**src/core/mps_pkg.sv**
```systemverilog
package mps_pkg;

    // ------------------------------------------------------------
    // microword layout
    // ------------------------------------------------------------
    localparam int MW_W = 16;
    localparam int PC_W = 8;
    localparam int DW = 8;
    localparam int FILE_AW = 4;
    localparam int FMT_HI = 15;
    localparam int FMT_LO = 12;
    localparam logic [PC_W-1:0] PC_RESET = 8'h00;

    // execute-format sub kinds in bits 11:10
    localparam logic [1:0] XK_INDEXED = 2'h0;
    localparam logic [1:0] XK_TRUNC4 = 2'h1;
    localparam logic [1:0] XK_TRUNC6 = 2'h2;
    localparam int TRUNC4_W = 4;
    localparam int TRUNC6_W = 6;

    // literal digits
    localparam logic [3:0] LD_FILE = 4'h1;
    localparam logic [3:0] LD_SRC = 4'h2;
    localparam logic [3:0] LD_FUNC = 4'h3;
    localparam logic [3:0] LD_INDEX = 4'h4;
    localparam logic [3:0] LD_ADD = 4'h5;
    localparam logic [3:0] LD_AND = 4'h6;
    localparam logic [3:0] LD_JUMP = 4'h7;

    // carry options, routing, source select
    localparam logic [1:0] CO_ZERO = 2'h0;
    localparam logic [1:0] CO_ONE = 2'h1;
    localparam logic [1:0] CO_FLAG = 2'h2;
    localparam logic [1:0] RT_NONE = 2'h0;
    localparam logic [1:0] RT_FUNC = 2'h1;
    localparam logic [1:0] RT_INDEX = 2'h2;
    localparam logic [1:0] RT_SRC = 2'h3;
    localparam logic [1:0] SS_SRC = 2'h0;
    localparam logic [1:0] SS_INDEX = 2'h1;
    localparam logic [1:0] SS_FUNC = 2'h2;

    // ------------------------------------------------------------
    // apb register map
    // ------------------------------------------------------------
    localparam logic [7:0] REG_CTRL = 8'h00;
    localparam logic [7:0] REG_STATUS = 8'h04;
    localparam logic [7:0] REG_CREGS = 8'h08;
    localparam int CTRL_RUN_BIT = 0;
    localparam logic CTRL_RUN_RESET = 1'b0;

    typedef enum logic [2:0] {
        MPS_FMT_EXEC = 3'b001,
        MPS_FMT_LIT = 3'b010,
        MPS_FMT_OPR = 3'b100
    } mps_fmt_t;

    typedef enum logic [1:0] {
        MPS_ST_FETCH = 2'b01,
        MPS_ST_RUN = 2'b10
    } mps_state_t;

    typedef struct packed {
        logic one;
        logic [2:0] op;
        logic [3:0] file;
        logic [1:0] src;
        logic [1:0] carry;
        logic [1:0] route;
        logic inhibit;
        logic spare;
    } mps_opr_t;

    typedef struct packed {
        logic [3:0] digit;
        logic [3:0] file;
        logic [7:0] emit;
    } mps_lit_t;

    typedef struct packed {
        logic c;
        logic v;
        logic g;
        logic l;
    } mps_flags_t;

endpackage

```
**src/core/mps_file_mem.sv**
```systemverilog
`timescale 1ns/100ps
module mps_file_mem
    import mps_pkg::*;
(
    input wire logic clk_i,
    input wire logic we_i,
    input wire logic [FILE_AW-1:0] waddr_i,
    input wire logic [DW-1:0] wdata_i,
    input wire logic [FILE_AW-1:0] raddr_i,
    output logic [DW-1:0] rdata_o
);

    logic [DW-1:0] mem [0:(1<<FILE_AW)-1];

    // no reset on the array: file contents are undefined until written
    always_ff @(posedge clk_i)
    begin
        if (we_i)
        begin
            mem[waddr_i] <= wdata_i;
        end
    end

    always_ff @(posedge clk_i)
    begin
        rdata_o <= mem[raddr_i];
    end

endmodule

```
**src/core/mps_sequencer.sv**
```systemverilog
// Operation
// - not taken branch: counter advances by one
// - jump loads next address from microword
// - global branch reaches all 256 locations
// - branch qualified by selected C V G L
// - truncated field replaces only low bits
// - six bit target stays in page
// - three bit field decoded one-hot
// - top digit 1 to 7 is literal
// - top digit 8 to f is operate
// - top digit zero is execute
// - literal: constant, combine, global jump
// - emit field driven out as constant
// - operate uses file and source registers
// - carry option can force carry in one
// - routing field picks control register destination
// - result goes to file and routed register
// - inhibit bit suppresses only file write
// - execute word indexed by index register
`timescale 1ns/100ps
module mps_sequencer
    import mps_pkg::*;
(
    input wire logic clk_i,
    input wire logic arst_n_i,
    input wire logic psel_i,
    input wire logic penable_i,
    input wire logic pwrite_i,
    input wire logic [7:0] paddr_i,
    input wire logic [31:0] pwdata_i,
    output logic [31:0] prdata_o,
    output logic pready_o,
    output logic pslverr_o,
    output logic [PC_W-1:0] cs_addr_o,
    input wire logic [MW_W-1:0] cs_data_i,
    output logic [7:0] gate_o,
    output logic [DW-1:0] emit_o,
    output logic [DW-1:0] result_o,
    output logic [DW-1:0] func_o
);

    // ------------------------------------------------------------
    // decoders
    // ------------------------------------------------------------
    function automatic logic [7:0] onehot3(input logic [2:0] sel);
        onehot3 = 8'h01 << sel;
    endfunction

    function automatic mps_fmt_t fmt_of(input logic [3:0] digit);
        if (digit == 4'h0)
        begin
            fmt_of = MPS_FMT_EXEC;
        end
        else if (digit[3])
        begin
            fmt_of = MPS_FMT_OPR;
        end
        else
        begin
            fmt_of = MPS_FMT_LIT;
        end
    endfunction

    // ------------------------------------------------------------
    // reset release
    // ------------------------------------------------------------
    logic rst_meta_n;
    logic rst_n;

    always_ff @(posedge clk_i or negedge arst_n_i)
    begin
        if (!arst_n_i)
        begin
            rst_meta_n <= 1'b0;
            rst_n <= 1'b0;
        end
        else
        begin
            rst_meta_n <= 1'b1;
            rst_n <= rst_meta_n;
        end
    end

    // ------------------------------------------------------------
    // state
    // ------------------------------------------------------------
    mps_state_t state;
    logic [PC_W-1:0] pc;
    logic [MW_W-1:0] ir;
    mps_fmt_t ir_fmt;
    mps_flags_t flags;
    logic [DW-1:0] src_reg;
    logic [DW-1:0] func_reg;
    logic [DW-1:0] index_reg;
    logic run;
    logic [DW-1:0] file_rdata;

    // ------------------------------------------------------------
    // fetch: expand indexed execute words before the file read
    // ------------------------------------------------------------
    logic [MW_W-1:0] fetched;
    mps_fmt_t fetched_fmt;
    logic [FILE_AW-1:0] file_raddr;

    always_comb
    begin
        fetched = cs_data_i;
        fetched_fmt = fmt_of(cs_data_i[FMT_HI:FMT_LO]);
        if (fetched_fmt == MPS_FMT_EXEC && cs_data_i[11:10] == XK_INDEXED)
        begin
            // index register picks the file register of the performed word
            fetched = {1'b1, cs_data_i[9:7], index_reg[FILE_AW-1:0],
                       cs_data_i[6:0], 1'b0};
            fetched_fmt = MPS_FMT_OPR;
        end
        file_raddr = fetched[11:8];
    end

    // ------------------------------------------------------------
    // execute
    // ------------------------------------------------------------
    mps_opr_t opw;
    mps_lit_t lw;
    logic [DW-1:0] opnd_b;
    logic cin;
    logic [DW:0] sum;
    logic [DW-1:0] alu_y;
    logic alu_c;
    logic alu_v;
    logic taken;
    logic [PC_W-1:0] next_pc;
    logic file_we;
    logic flags_we;

    always_comb
    begin
        opw = mps_opr_t'(ir);
        lw = mps_lit_t'(ir);
        case (opw.src)
            SS_SRC: opnd_b = src_reg;
            SS_INDEX: opnd_b = index_reg;
            SS_FUNC: opnd_b = func_reg;
            default: opnd_b = 8'h00;
        endcase
        case (opw.carry)
            CO_ONE: cin = 1'b1;
            CO_FLAG: cin = flags.c;
            default: cin = 1'b0;
        endcase
        if (ir_fmt == MPS_FMT_LIT)
        begin
            // literal combine ops use the emit field as second operand
            opnd_b = lw.emit;
            cin = 1'b0;
        end
        sum = 9'h000;
        alu_y = 8'h00;
        alu_c = 1'b0;
        alu_v = 1'b0;
        if (ir_fmt == MPS_FMT_LIT && lw.digit == LD_AND)
        begin
            alu_y = file_rdata & opnd_b;
        end
        else if (ir_fmt == MPS_FMT_LIT)
        begin
            sum = {1'b0, file_rdata} + {1'b0, opnd_b};
            alu_y = sum[DW-1:0];
            alu_c = sum[DW];
            alu_v = (file_rdata[7] == opnd_b[7]) && (alu_y[7] != file_rdata[7]);
        end
        else
        begin
            case (opw.op)
                3'h0:
                begin
                    sum = {1'b0, file_rdata} + {1'b0, opnd_b} + {8'h00, cin};
                    alu_y = sum[DW-1:0];
                    alu_c = sum[DW];
                    alu_v = (file_rdata[7] == opnd_b[7]) && (alu_y[7] != file_rdata[7]);
                end
                3'h1:
                begin
                    sum = {1'b0, file_rdata} + {1'b0, ~opnd_b} + {8'h00, cin};
                    alu_y = sum[DW-1:0];
                    alu_c = sum[DW];
                    alu_v = (file_rdata[7] != opnd_b[7]) && (alu_y[7] != file_rdata[7]);
                end
                3'h2: alu_y = file_rdata & opnd_b;
                3'h3: alu_y = file_rdata | opnd_b;
                3'h4: alu_y = file_rdata ^ opnd_b;
                3'h5: alu_y = opnd_b;
                3'h6:
                begin
                    alu_y = {file_rdata[6:0], cin};
                    alu_c = file_rdata[7];
                end
                default:
                begin
                    alu_y = {cin, file_rdata[7:1]};
                    alu_c = file_rdata[0];
                end
            endcase
        end
    end

    // next address selection
    always_comb
    begin
        taken = 1'b0;
        next_pc = pc + 8'h01;
        if (ir_fmt == MPS_FMT_LIT && lw.digit == LD_JUMP)
        begin
            // empty condition mask means unconditional
            taken = (lw.file == 4'h0) || |(lw.file & flags);
            if (taken)
            begin
                next_pc = lw.emit;
            end
        end
        else if (ir_fmt == MPS_FMT_EXEC && ir[11:10] == XK_TRUNC4)
        begin
            next_pc = {pc[PC_W-1:TRUNC4_W], ir[TRUNC4_W-1:0]};
        end
        else if (ir_fmt == MPS_FMT_EXEC && ir[11:10] == XK_TRUNC6)
        begin
            // page bits are never touched, so a six bit jump never leaves the page
            next_pc = {pc[PC_W-1:TRUNC6_W], ir[TRUNC6_W-1:0]};
        end
    end

    always_comb
    begin
        file_we = 1'b0;
        flags_we = 1'b0;
        if (state == MPS_ST_RUN && ir_fmt == MPS_FMT_OPR)
        begin
            file_we = !opw.inhibit;
            flags_we = 1'b1;
        end
        else if (state == MPS_ST_RUN && ir_fmt == MPS_FMT_LIT)
        begin
            file_we = lw.digit == LD_FILE || lw.digit == LD_ADD || lw.digit == LD_AND;
            flags_we = lw.digit == LD_ADD || lw.digit == LD_AND;
        end
    end

    mps_file_mem u_file (
        .clk_i(clk_i),
        .we_i(file_we),
        .waddr_i(ir[11:8]),
        .wdata_i((ir_fmt == MPS_FMT_LIT && lw.digit == LD_FILE) ? lw.emit : alu_y),
        .raddr_i(file_raddr),
        .rdata_o(file_rdata)
    );

    // ------------------------------------------------------------
    // sequencer
    // ------------------------------------------------------------
    always_ff @(posedge clk_i or negedge rst_n)
    begin
        if (!rst_n)
        begin
            state <= MPS_ST_FETCH;
            pc <= PC_RESET;
            ir <= 16'h0000;
            ir_fmt <= MPS_FMT_EXEC;
        end
        else
        begin
            case (state)
                MPS_ST_FETCH:
                begin
                    if (run)
                    begin
                        ir <= fetched;
                        ir_fmt <= fetched_fmt;
                        state <= MPS_ST_RUN;
                    end
                end
                MPS_ST_RUN:
                begin
                    pc <= next_pc;
                    state <= MPS_ST_FETCH;
                end
                default: state <= MPS_ST_FETCH;
            endcase
        end
    end

    always_ff @(posedge clk_i or negedge rst_n)
    begin
        if (!rst_n)
        begin
            flags <= '0;
        end
        else if (flags_we)
        begin
            flags.c <= alu_c;
            flags.v <= alu_v;
            flags.g <= !alu_y[7] && (alu_y != 8'h00);
            flags.l <= alu_y[7];
        end
    end

    // control and working registers
    always_ff @(posedge clk_i or negedge rst_n)
    begin
        if (!rst_n)
        begin
            src_reg <= 8'h00;
            func_reg <= 8'h00;
            index_reg <= 8'h00;
        end
        else if (state == MPS_ST_RUN && ir_fmt == MPS_FMT_LIT)
        begin
            case (lw.digit)
                LD_SRC: src_reg <= lw.emit;
                LD_FUNC: func_reg <= lw.emit;
                LD_INDEX: index_reg <= lw.emit;
                default: ;
            endcase
        end
        else if (state == MPS_ST_RUN && ir_fmt == MPS_FMT_OPR)
        begin
            case (opw.route)
                RT_FUNC: func_reg <= alu_y;
                RT_INDEX: index_reg <= alu_y;
                RT_SRC: src_reg <= alu_y;
                default: ;
            endcase
        end
    end

    // ------------------------------------------------------------
    // datapath outputs
    // ------------------------------------------------------------
    always_ff @(posedge clk_i or negedge rst_n)
    begin
        if (!rst_n)
        begin
            gate_o <= 8'h00;
            emit_o <= 8'h00;
            result_o <= 8'h00;
        end
        else if (state == MPS_ST_RUN)
        begin
            gate_o <= (ir_fmt == MPS_FMT_OPR) ? onehot3(opw.op) : 8'h00;
            emit_o <= (ir_fmt == MPS_FMT_LIT) ? lw.emit : emit_o;
            result_o <= alu_y;
        end
        else
        begin
            gate_o <= 8'h00;
        end
    end

    assign cs_addr_o = pc;
    assign func_o = func_reg;

    // ------------------------------------------------------------
    // apb slave, zero wait states
    // ------------------------------------------------------------
    logic apb_wr;

    assign apb_wr = psel_i && penable_i && pwrite_i && pready_o;

    always_ff @(posedge clk_i or negedge rst_n)
    begin
        if (!rst_n)
        begin
            run <= CTRL_RUN_RESET;
        end
        else if (apb_wr && paddr_i == REG_CTRL)
        begin
            run <= pwdata_i[CTRL_RUN_BIT];
        end
    end

    // read data is captured in the setup cycle so it comes from a flop
    always_ff @(posedge clk_i or negedge rst_n)
    begin
        if (!rst_n)
        begin
            pready_o <= 1'b0;
            pslverr_o <= 1'b0;
            prdata_o <= 32'h0000_0000;
        end
        else
        begin
            pready_o <= psel_i && !penable_i;
            pslverr_o <= 1'b0;
            prdata_o <= 32'h0000_0000;
            if (psel_i && !penable_i)
            begin
                case (paddr_i)
                    REG_CTRL: prdata_o <= {31'h0, run};
                    REG_STATUS: prdata_o <= {16'h0, 1'b0, ir_fmt, flags, pc};
                    REG_CREGS: prdata_o <= {8'h0, src_reg, index_reg, func_reg};
                    default: pslverr_o <= 1'b1;
                endcase
            end
        end
    end

endmodule

```
**config.mk**
```make
export PLATFORM = sky130hd
export DESIGN_NAME = mps_sequencer
export DESIGN_NICKNAME = d
export VERILOG_FILES = /design/src/core/mps_pkg.sv /design/src/core/mps_file_mem.sv /design/src/core/mps_sequencer.sv
export SDC_FILE = /design/constraint.sdc
export NUM_CORES = 1
export LEC_CHECK = 0
export BUFFER_PORTS_ARGS = -buffer_cell sky130_fd_sc_hd__buf_2
export CORE_MARGIN = 1.5
export CORE_UTILIZATION = 30
export CTS_CLUSTER_DIAMETER = 60
export DETAILED_ROUTE_END_ITERATION = 10
export HOLD_SLACK_MARGIN = 0.1
export PLACE_DENSITY = 0.49
export SLEW_MARGIN = 20
export SYNTH_ARGS = -nofsm -noshare
export SYNTH_HDL_FRONTEND = slang
export SYNTH_HIERARCHICAL = 1
export SYNTH_SLANG_ARGS = --single-unit
```
**constraint.sdc**
```tcl
create_clock -name clk_i -period 4.99 [get_ports clk_i]
set_input_delay 0.499 -clock clk_i [delete_from_list [all_inputs] [get_ports clk_i]]
set_output_delay 0.499 -clock clk_i [all_outputs]
set_load 0.1 [all_outputs]
```
==> After elaboration in Yosys (flattened, before gate mapping) <==
Memory sizes are Yosys's and may differ from the RTL's. A register that Yosys moved wholly into a read port is not among the register bits.
Cells that the tools add are included.
{ "totals": {"regBits": 118, "ram_bits": 128, "in_bits": 61, "out_inout_bits": 74, "wordCells": 168, "n_memories": 1} }
{ "mem_list": {"columns": ["memory", "words", "word_bits", "read_ports", "rd_clocked_by_memory_dff", "write_ports", "line", "text"], "rows": [
  ["u_file.mem", 16, 8, 1, 1, 1, "mps_file_mem.sv:13", "logic [DW-1:0] mem [0:(1<<FILE_AW)-1];"]
]} }
{ "op_classes": {"add_sub_neg": 5, "n_eq_ne": 41, "n_shift": 1, "muxes": 48, "n_bitwise": 5, "reduce_logical": 45} }
{ "op_table": {"columns": ["operator", "count"], "rows": [
  ["$mux W8", 22],
  ["$pmux W24 S3", 1],
  ["$pmux W8 S7", 1],
  ["$mux W32", 1],
  ["$pmux W8 S3", 1],
  ["$add A8 B8 Y9", 2],
  ["$add A9 B1 Y9", 2],
  ["$logic_and A1 B1 Y1", 17],
  ["$eq A4 B3 Y1 const B", 4],
  ["$mux W16", 1],
  ["$mux W1", 13],
  ["$eq A2 B2 Y1 const B", 6],
  ["$eq A3 B3 Y1 const B", 4],
  ["$reduce_and A3 Y1", 4],
  ["$eq A2 B1 Y1 const B", 5],
  ["$eq A3 B1 Y1 const B", 3],
  ["$eq A3 B2 Y1 const B", 3],
  ["$mux W3", 3],
  ["$add A8 B1 Y8 const B", 1],
  ["$and A8 B8 Y8", 1],
  ["$eq A4 B2 Y1 const B", 2],
  ["$eq A8 B3 Y1 const B", 1],
  ["$eq A8 B4 Y1 const B", 1],
  ["$logic_not A4 Y1", 2],
  ["23 further kinds", 44]
]} }

==> Logic depth before layout (Yosys ltp) <==
Gate-level depths: netlist of the first run.
{ "depth": {"word_depth": 12, "mapped_depth": 20, "depth_no_buf": 18} }

==> Hierarchy <==
The synthesis of the first run kept the hierarchy.
{ "modules_own_cells": {"columns": ["module", "instances", "cells_per_inst", "area_each_um2", "seq_area_each_um2"], "rows": [
  ["mps_sequencer", 1, 788, 7079.3, 2755.1],
  ["mps_file_mem", 1, 229, 5147.4, 4003.8]
]} }

==> Worst setup path before layout of the first run <==
OpenSTA, ideal clock, no wires.
{ "synth_timing": {"kind": "reg-to-reg", "startpoint": "register ir_fmt[2]", "endpoint": "memory u_file.mem[0][7], data pin", "setup_time_ps": 341, "t_arrival_ps": 4291, "t_required_ps": 4649, "setup_slack_ps": 358, "stages_incl_launch_ff": 17, "path_buffers": 3, "synth_period_minus_slack_ps": 4632, "cell_sequence": "dfrtp_1 -> or3b_1 -> buf_2 -> buf_2 -> buf_2 -> nand2_1 -> o21a_1 -> ha_1 -> inv_1 -> fa_1 -> nor3b_4 -> or3_1 -> nand2_1 -> or3_4 -> o311ai_1 -> o22ai_2 -> o31ai_1"} }
{ "synth_between": {"elab_chain_len": 9, "word_cells_on_any_way": 17, "classes_between": "add/sub: 4; eq/ne: 1; mux: 6; bitwise: 4; reduce/logical: 2"} }
{ "synth_lines": {"columns": ["element", "line", "text"], "rows": [
  ["from (decl)", "mps_sequencer.sv:90", "mps_fmt_t ir_fmt;"],
  ["from (signal assigned)", "mps_sequencer.sv:276", "ir_fmt <= fetched_fmt;"],
  ["$eq A3 B2 Y1 (*)", null, null],
  ["$mux W8", "mps_sequencer.sv:150", "if (ir_fmt == MPS_FMT_LIT)"],
  ["$not A8 Y8", "mps_sequencer.sv:183", "sum = {1'b0, file_rdata} + {1'b0, ~opnd_b} + {8'h00, cin};"],
  ["$add A8 B8 Y9", "mps_sequencer.sv:183", null],
  ["$add A9 B1 Y9", "mps_sequencer.sv:183", null],
  ["$pmux W8 S7", "mps_sequencer.sv:173", "case (opw.op)"],
  ["$mux W8", "mps_sequencer.sv:164", "else if (ir_fmt == MPS_FMT_LIT)"],
  ["$mux W8", "mps_sequencer.sv:160", "if (ir_fmt == MPS_FMT_LIT && lw.digit == LD_AND)"],
  ["$mux W8 (*)", "mps_sequencer.sv:251", ".wdata_i((ir_fmt == MPS_FMT_LIT && lw.digit == LD_FILE) ? lw.emit : alu_y),"],
  ["to (decl)", "mps_file_mem.sv:13", null]
]} }
Mark *: on every way between the ends. The rest lies on a longest branch, timed or not.

==> Final worst setup path of the first run <==
{ "layout_timing": {"startpoint": "register ir_fmt[2]", "endpoint": "memory u_file.mem[4][6], data pin"} }
Same word-level chain as after synthesis.

==> impl_metrics.tcl, run 1 <==
set metrics [dict create \
    status "finished, final reports clean" \
    yosysWarnings 6 \
    clk_latency_ns 0.56 \
    area_delta_synth_final_pct 17.2 \
    clk_pin_slew_ns 0.06 \
    cp_data_arrival_time_ns 5.01 \
    n_antenna_cell 0 \
    place_area_um2 13400 \
    combinationalPowerShare_pct 14.3 \
    drv_slew 0 \
    first_iter_violations 629 \
    period_share_pct 94.4 \
    grt_start_max_net_pins 76 \
    grt.total_usage_pct 17.0 \
    hold_path_class "in2reg" \
    vias_per_cell 5.15 \
    powerDensity_nw_per_um2 353 \
    nNetsFinal 1219 \
    root_buffer "clkbuf_16" \
    wirelength_mm 35.4 \
    drc 0 \
    ant_nets 0 \
    port_buffers 95 \
    dp_hpwl_mm 25.2 \
    nFillCells 3953 \
    fin_area_um2 14300 \
    worstPathRequired_ns 5.29 \
    crit_start "ir_fmt[2]" \
    pin_count 135 \
    max-clock-path-buffers 3 \
    cts_tree "yes" \
    place.gp.congestion 0.845 \
    die_x_um 205 \
    internal_power_mw 3.67 \
    grt_pass1_vias 8573 \
    r2r_cells 13 \
    swShare_pct 27.4 \
    worstSetupStartpointType "flip-flop" \
    regMostFlops "u_file/mem" \
    skew_ns 0.0101 \
    yosys_most_used_dff "edfxtp_1" \
    synthCells 1017 \
    die_h_um 205 \
    cts_made_buffers 29 \
    syn_area_um2 12200 \
    initial_core_util_pct 30.6 \
    clock_sinks 246 \
    yosys_register_bits 246 \
    largest_register_ffs 128 \
    finalHoldViolCount 0 \
    finalSetupViolations 0 \
    dieArea_um2 42000 \
    critPathCapture "u_file/mem[4][6]" \
    grt-ovfl-total 0 \
    synth-async-reset-ratio_pct 44.7 \
    critPathMaxFanout 12 \
    rsz0062_at_grt "false" \
    post-route-min-period_ns 4.71 \
    drtPass1Iterations 5 \
    p_clk_share_pct 40.5 \
    rr_endpoint "u_file/mem[4][6]" \
    worstSetupPathType "reg2reg" \
    max_cap_violations 0 \
    cts-htree-levels 1 \
    ys_seq_area_share_pct 55.3 \
    leakage_nw 5.78 \
    max_freq_mhz 212 \
    slew_headroom_pct 23.5 \
    synth_edf_count 128 \
    switchingPower_mw 1.39 \
    antenna_found_initial 0 \
    worst_slew_pin_slew_ns 1.14 \
    regToRegStartpoint "ir_fmt[2]" \
    synth.avg_cell_area_um2 12.0 \
    vias 8629 \
    ir_drop_uv 253 \
    grt_pass1_wl_mm 53.4 \
    reg_top3 "u_file/mem: 128 flops, prdata_o: 24 flops, ir: 16 flops" \
    rows 73 \
    drive_above_1_share_pct 22.3 \
    cts_resized 0 \
    end_kind "flip-flop" \
    synth.distinct_cells 91 \
    fin_tns_setup_ns 0 \
    routedWlPerCell_um 21.1 \
    r2r_slack_ns 0.28 \
    core_um2 40000 \
    seqPwrFrac_pct 45.2 \
]
## per-stage QoR
step           hold slack (ns)  utilization (%)  std cells  worst slack [ns]  power [mW]
3_3_place_gp             0.286             33.4       1619             0.352        3.04
6_report                 0.177             35.8       1675             0.279        5.06
4_1_cts                  0.149             35.7       1674             0.326        5.10
3_5_place_dp             0.289             33.4       1619             0.346        3.04
2_1_floorplan            0.203                -       1024             0.358        2.76
5_1_grt                  0.163             35.8       1675            0.0556        5.26
## cell usage in the layout (no fill, tap or decap), types with 7 or more instances in the layout
master / instances
ha_1: 28
a211oi_1: 9
nor2_1: 81
o21ai_1: 8
o21ai_0: 49
a31oi_1: 11
buf_4: 38
nand2b_1: 10
o211ai_1: 8
a21oi_1: 29
clkbuf_1: 10
conb_1: 9
nor2b_1: 14
dfxtp_1: 8
edfxtp_1: 128
buf_2: 95
mux4_1: 14
o221ai_1: 8
mux4_2: 18
nor3_1: 13
nand2_1: 110
o31ai_1: 7
mux2i_1: 21
nand3_1: 19
clkbuf_16: 29
mux2_2: 25
a22oi_1: 36
dfrtp_1: 107
and3_1: 15
inv_1: 39
## cell families after synthesis
kind of cell	Yosys count	share of synthesized area, %
adder cells (fa/ha/maj)	31	3.36
multiplexers	80	10.5
buffers and inverters	106	4.16
AO/OA/AOI/OAI	229	13.5
XOR/XNOR	11	0.788
AND/OR/NAND/NOR	312	12.4
flip-flops	246	55.3
other	2	0.0614
## worst max-delay path: stages (launching register included)
cell and delay [ns]:
dfrtp_1 0.46, nor3b_2 0.60, nor3_1 0.26, fa_1 0.51, fa_1 0.47, nor2b_1 0.18
o311ai_0 0.44, buf_4 0.20, a21oi_1 0.05, a31oi_1 0.18, a31oi_1 0.19, o31ai_4 0.49
o21ai_1 0.17, buf_4 0.23
## worst min path at each step
stage	start	end	slack, ns	cells after the start
2_1_floorplan	arst_n_i	rst_meta_n	0.20	0
5_1_grt	pwdata_i[0]	run	0.16	2
6_report	pwdata_i[0]	run	0.18	2
4_1_cts	pwdata_i[0]	run	0.15	2
3_5_place_dp	arst_n_i	rst_meta_n	0.29	1
3_3_place_gp	arst_n_i	rst_meta_n	0.29	1
## what timing repair did
action                     in CTS  in global routing
hold endpoints to repair        2                  0
hold buffers                    1                  0
setup endpoints to repair       0                  0
setup buffers                   0                  0
## metal layers
metal | global-route usage, % | wire length [um] | share of wire [%]
met4 | 4.69 | 816 | 2.3
met1 | 24.2 | 16400 | 46
met3 | 3.50 | 2090 | 5.9
met2 | 25.9 | 16100 | 45
met5 | 0 | 0 | 0
## cell usage after synthesis, types with 6 or more instances
master | number | area, um2
mux2i_1 | 21 | 210
o31ai_1 | 8 | 60.1
nor3b_1 | 7 | 52.6
o211ai_1 | 8 | 60.1
nand3_1 | 19 | 95.1
xnor2_1 | 6 | 52.6
dfrtp_1 | 108 | 2700
nor3_1 | 14 | 70.1
buf_1 | 8 | 30.0
nor2_1 | 81 | 304
a31oi_1 | 11 | 68.8
mux2_2 | 25 | 282
a211oi_1 | 9 | 67.6
nand2b_1 | 10 | 62.6
o21ai_0 | 54 | 270
o22ai_1 | 6 | 37.5
o221ai_1 | 8 | 70.1
and3_1 | 15 | 93.8
edfxtp_1 | 128 | 3840
nor2b_1 | 14 | 87.6
clkbuf_1 | 22 | 82.6
buf_2 | 17 | 85.1
a22oi_1 | 36 | 270
mux4_2 | 18 | 405
dfxtp_1 | 8 | 160
or3_1 | 6 | 37.5
ha_1 | 28 | 350
inv_1 | 39 | 146
a21oi_1 | 29 | 145
buf_4 | 9 | 67.6
mux4_1 | 14 | 368
nand2_1 | 110 | 413
o22a_1 | 6 | 52.6
## power by group through the flow
| stage | Combinational [mW] | Clock, mW | Sequential (mW) |
|---|---|---|---|
| 4_1_cts | 0.710 | 2.10 | 2.29 |
| 2_1_floorplan | 0.441 | 0 | 2.32 |
| 3_5_place_dp | 0.708 | 0 | 2.33 |
| 5_1_grt | 0.789 | 2.18 | 2.29 |
| 3_3_place_gp | 0.702 | 0 | 2.33 |
| 6_report | 0.723 | 2.05 | 2.29 |
## cell type report
class,instances,area [um2],share of cell area [%]
sequential,246,6760,47.2
multi-input combinational,672,5000,34.9
timing repair buffer,136,818,5.71
clock buffer,40,777,5.42
tap,525,657,4.59
inverter,42,158,1.10
clock inverter,14,149,1.04
No activity file was read; power rests on OpenSTA's default activity.
==> run 2, diff against run 1 <==
BUFFER_PORTS_ARGS = -buffer_cell sky130_fd_sc_hd__buf_4   (was -buffer_cell sky130_fd_sc_hd__buf_2)
CORE_ASPECT_RATIO = 0.75   (was default)
==> run 2 against run 1 <==
Effect of this change:
- flip-flop and latch count is the same
- clock-buffer cell count shrank 4
- combinational power grew 6.5%
==> impl_metrics.tcl, run 2 (synthesized netlist as in run 1, its figures left out) <==
set metrics [dict create \
    n_antenna_cell 0 \
    powerDensity_nw_per_um2 349 \
    status "finished, final reports clean" \
    wirelength_mm 37.7 \
    grt.total_usage_pct 17.9 \
    worst_slew_pin_slew_ns 1.04 \
    max_stage_delay_ns 0.69 \
    first_iter_violations 742 \
    vias_per_cell 5.19 \
    hold_path_class "in2reg" \
    clk_latency_ns 0.58 \
    worstSetupStartpointType "flip-flop" \
    rr_endpoint "u_file/mem[3][7]" \
    core_um2 39900 \
    crit_family "compound AO/OA/AOI/OAI gates" \
    grt_start_max_net_pins 58 \
    cpMaxStageDelayCell "o31ai_4" \
    die_h_um 178 \
    regMostFlops "u_file/mem" \
    rsz0062_at_grt "false" \
    final_cell_mix "buf_4, edfxtp_1, nand2_1" \
    place.gp.congestion 0.885 \
    die_x_um 236 \
    cp_num_buf_inv 2 \
    grt_pass1_wl_mm 55.7 \
    final_common_cell "buf_4" \
    max_freq_mhz 224 \
    routedWlPerCell_um 22.3 \
    leakage_nw 5.97 \
    wl_met2_mm 15.6 \
    port_buffers 95 \
    drv_slew 0 \
    period_share_pct 89.6 \
    dp_hpwl_mm 27.4 \
    finalHoldViolCount 0 \
    max-clock-path-buffers 3 \
    r2r_cells 15 \
    drtPass1Iterations 5 \
    skew_ns 0.0154 \
    wl_met1_mm 18.7 \
    path_cells "nor2b_1 > nand2_1 > o21ai_0 > buf_4 > nor2_1 > a21oi_1 > inv_1 > ha_1 > nor2b_1 > or4_1 > o32a_1 > mux2i_1 > nand2_1 > o22ai_2 > o31ai_4" \
    end_kind "flip-flop" \
    top_layer_used "met4" \
    finalSetupViolations 0 \
    rows 63 \
    drc 0 \
    worstSetupPathType "reg2reg" \
    cp.depth 15 \
    r2r_slack_ns 0.52 \
    clk_pin_slew_ns 0.07 \
    drive_above_1_share_pct 24.7 \
    critPathMaxFanout 16 \
    final_cells 1695 \
    pin_count 135 \
    fin_tns_setup_ns 0 \
    reg_top3 "u_file/mem: 128 flops, prdata_o: 24 flops, ir: 16 flops" \
    fin_area_um2 14800 \
    whs_ns 0.159 \
    largest_register_ffs 128 \
    initial_core_util_pct 30.7 \
    area_delta_synth_final_pct 20.7 \
    cts_made_buffers 27 \
    root_buffer "clkbuf_16" \
    dp_cells 1644 \
    nNetsFinal 1246 \
    ant_nets 0 \
    dieArea_um2 42000 \
    critPathCapture "u_file/mem[3][7]" \
    cts_tree "yes" \
    antenna_found_initial 0 \
    grt_pass1_vias 8547 \
    ir_drop_uv 274 \
    grt-ovfl-total 0 \
    route.met3.wl_mm 2.79 \
    regToRegStartpoint "ir[6]" \
    place_area_um2 13800 \
    vias 8802 \
    cts-htree-levels 1 \
    crit_start "ir[6]" \
    post-route-min-period_ns 4.47 \
    worstPathRequired_ns 5.25 \
    max_cap_violations 0 \
    cp_data_arrival_time_ns 4.73 \
    slew_headroom_pct 30.2 \
    clock_sinks 246 \
]
run 2: worst min path at each step:
stage	startpoint	endpoint	slack [ns]	depth (start not counted)
2_1_floorplan	arst_n_i	rst_meta_n	0.20	0
3_3_place_gp	arst_n_i	rst_meta_n	0.28	1
3_5_place_dp	arst_n_i	rst_n	0.28	1
4_1_cts	pwdata_i[0]	run	0.14	2
5_1_grt	pwdata_i[0]	run	0.13	2
6_report	pwdata_i[0]	run	0.16	2
run 2: per-stage QoR:
stage          power [mW]  setup WS [ns]  util (%)
2_1_floorplan        2.76          0.358         -
3_3_place_gp         3.09          0.165      34.6
3_5_place_dp         3.10          0.521      34.6
4_1_cts              5.19          0.503      37.0
5_1_grt              5.35          0.173      37.0
6_report             5.15          0.520      37.0
run 2: where the power goes:
group	switching, mW	internal [mW]
clock network	0.884	1.21
logic	0.507	0.263
registers	0.0559	2.24
run 2: final cells by class:
type | instances | area, um2
inverter | 42 | 158
sequential | 246 | 6760
clock buffer | 36 | 771
timing repair buffer | 165 | 1240
clock inverter | 14 | 163
tap | 520 | 651
fill | 3884 | 25100
multi-input combinational | 672 | 5010
run 2: metal layers:
metal,GRT usage (%),vias to the layer above
met5,0,-
li1,-,4067
met3,4.60,43
met4,3.92,0
met1,27.0,4427
met2,25.3,265
run 2: what timing repair did:
item                      4_1_cts  5_1_grt
hold buffers                    1        0
resized for setup               0        0
hold endpoints to repair        2        0
buffers inserted                0        0
==> run 3, diff against run 2 <==
CORE_ASPECT_RATIO = default   (was 0.75)
==> run 3 against run 2 <==
Effect of this change:
- flip-flop and latch count did not move
- wire length decreased by 3.8%
- die area about the same
- clock power is essentially flat
- global-route usage down 0.51 points
- combinational power fell by 6.0%
- non-clock buffer count down 26
- critical path type unchanged
==> impl_metrics.tcl, run 3 (synthesized netlist as in run 1, its figures left out) <==
set metrics [dict create \
    grt-ovfl-total 0 \
    path_cells "buf_4 > mux2i_1 > o21ai_0 > nor2_1 > a21oi_1 > inv_1 > ha_1 > a2111oi_0 > o32a_1 > mux2i_1 > nand2_1 > o22ai_2 > o31ai_2 > buf_4" \
    period_share_pct 89.9 \
    die_x_um 205 \
    slew_headroom_pct 42.2 \
    grt.total_usage_pct 17.4 \
    clk_pin_slew_ns 0.06 \
    skew_ns 0.0214 \
    drc 0 \
    first_iter_violations 639 \
    critPathMaxFanout 17 \
    reg_top3 "u_file/mem: 128 flops, prdata_o: 24 flops, ir: 16 flops" \
    port_buffers 95 \
    status "finished, final reports clean" \
    rows 73 \
    crit_family "compound AO/OA/AOI/OAI gates" \
    die_h_um 205 \
    fin_area_um2 14600 \
    clk_latency_ns 0.57 \
    fin_tns_setup_ns 0 \
    post-route-min-period_ns 4.48 \
    multi_input_comb_area_um2 5010 \
    n_antenna_cell 0 \
    cts-htree-levels 1 \
    dp_hpwl_mm 26.0 \
    powerDensity_nw_per_um2 352 \
    dp_cells 1623 \
    cts_setup_buffers 0 \
    max-clock-path-buffers 3 \
    dieArea_um2 42000 \
    wirelength_mm 36.3 \
    p_total_mw 5.13 \
    routedWlPerCell_um 21.6 \
    max_cap_violations 0 \
    worstSetupStartpointType "flip-flop" \
    largest_register_ffs 128 \
    place.gp.congestion 0.851 \
    grt_pass1_wl_mm 54.5 \
    cts_made_buffers 29 \
    final_common_cell "buf_4" \
    initial_core_util_pct 30.6 \
    worstSetupPathType "reg2reg" \
    leakage_nw 5.86 \
    cp_num_buf_inv 3 \
    vias 8713 \
    vias_per_cell 5.19 \
    hold_path_class "in2reg" \
    drv_slew 0 \
    final_cells 1678 \
    post-route-util_pct 36.5 \
    final_cell_mix "buf_4, edfxtp_1, nand2_1" \
    place_area_um2 13600 \
    end_kind "flip-flop" \
    rsz0062_at_grt "false" \
    nNetsFinal 1222 \
    ant_nets 0 \
    finalSetupViolations 0 \
    area_delta_synth_final_pct 19.3 \
    cts_tree "yes" \
    grt_pass1_vias 8449 \
    finalHoldViolCount 0 \
    cp_data_arrival_time_ns 4.79 \
    core_um2 40000 \
    drive_above_1_share_pct 22.7 \
    ctsHoldBuffers 1 \
    clock_sinks 246 \
    antenna_found_initial 0 \
    grt_start_max_net_pins 64 \
    root_buffer "clkbuf_16" \
    worst_slew_pin_slew_ns 0.867 \
    final-seq-area_um2 6760 \
    cpMaxStageDelayCell "a2111oi_0" \
    max_stage_delay_ns 0.69 \
    cts_resized 0 \
    ir_drop_uv 243 \
    drtPass1Iterations 5 \
    max_freq_mhz 223 \
    regMostFlops "u_file/mem" \
    worstPathRequired_ns 5.29 \
    nFillCells 3973 \
    pin_count 135 \
]
[run 3: per-layer routing]
metal | up-vias | share of wire [%] | GRT usage [%] | routed length (um)
li1 | 4023 | - | - | -
met1 | 4365 | 47 | 25.5 | 17000
met2 | 275 | 46 | 26.7 | 16600
met3 | 50 | 5.7 | 3.07 | 2080
met4 | 0 | 1.8 | 3.81 | 667
met5 | - | 0 | 0 | 0
[run 3: cell type report]
class	count	share of cell area [%]
flip-flops and latches	246	46.4
multi-input cells	672	34.3
inverters	42	1.08
repair buffers	139	7.26
clock buffers	42	5.45
clock inverters	12	1.05
well taps	525	4.50
[run 3: through the flow]
stage,worst slack (ns),hold slack [ns]
final,0.506,0.156
after detailed placement,0.534,0.287
after global placement,0.473,0.284
after CTS,0.518,0.126
after floorplan,0.358,0.203
after global routing,0.223,0.139
[run 3: worst paths after layout]
check	depth (start not counted)	slack, ns	from	to
max	14	0.51	ir[6]	u_file/mem[7][7]
min	2	0.16	pwdata_i[0]	run
max reg2reg	14	0.51	ir[6]	u_file/mem[7][7]
min reg2reg	0	0.35	rst_meta_n	rst_n
max in group asynchronous	1	3.41	rst_n	result_o[3]
min in group asynchronous	2	0.24	arst_n_i	rst_n
[run 3: power breakdown]
part	switching, mW	internal (mW)	total (mW)
registers	0.0584	2.24	2.30
logic	0.483	0.240	0.724
clock network	0.883	1.23	2.11
total	1.42	3.71	5.13
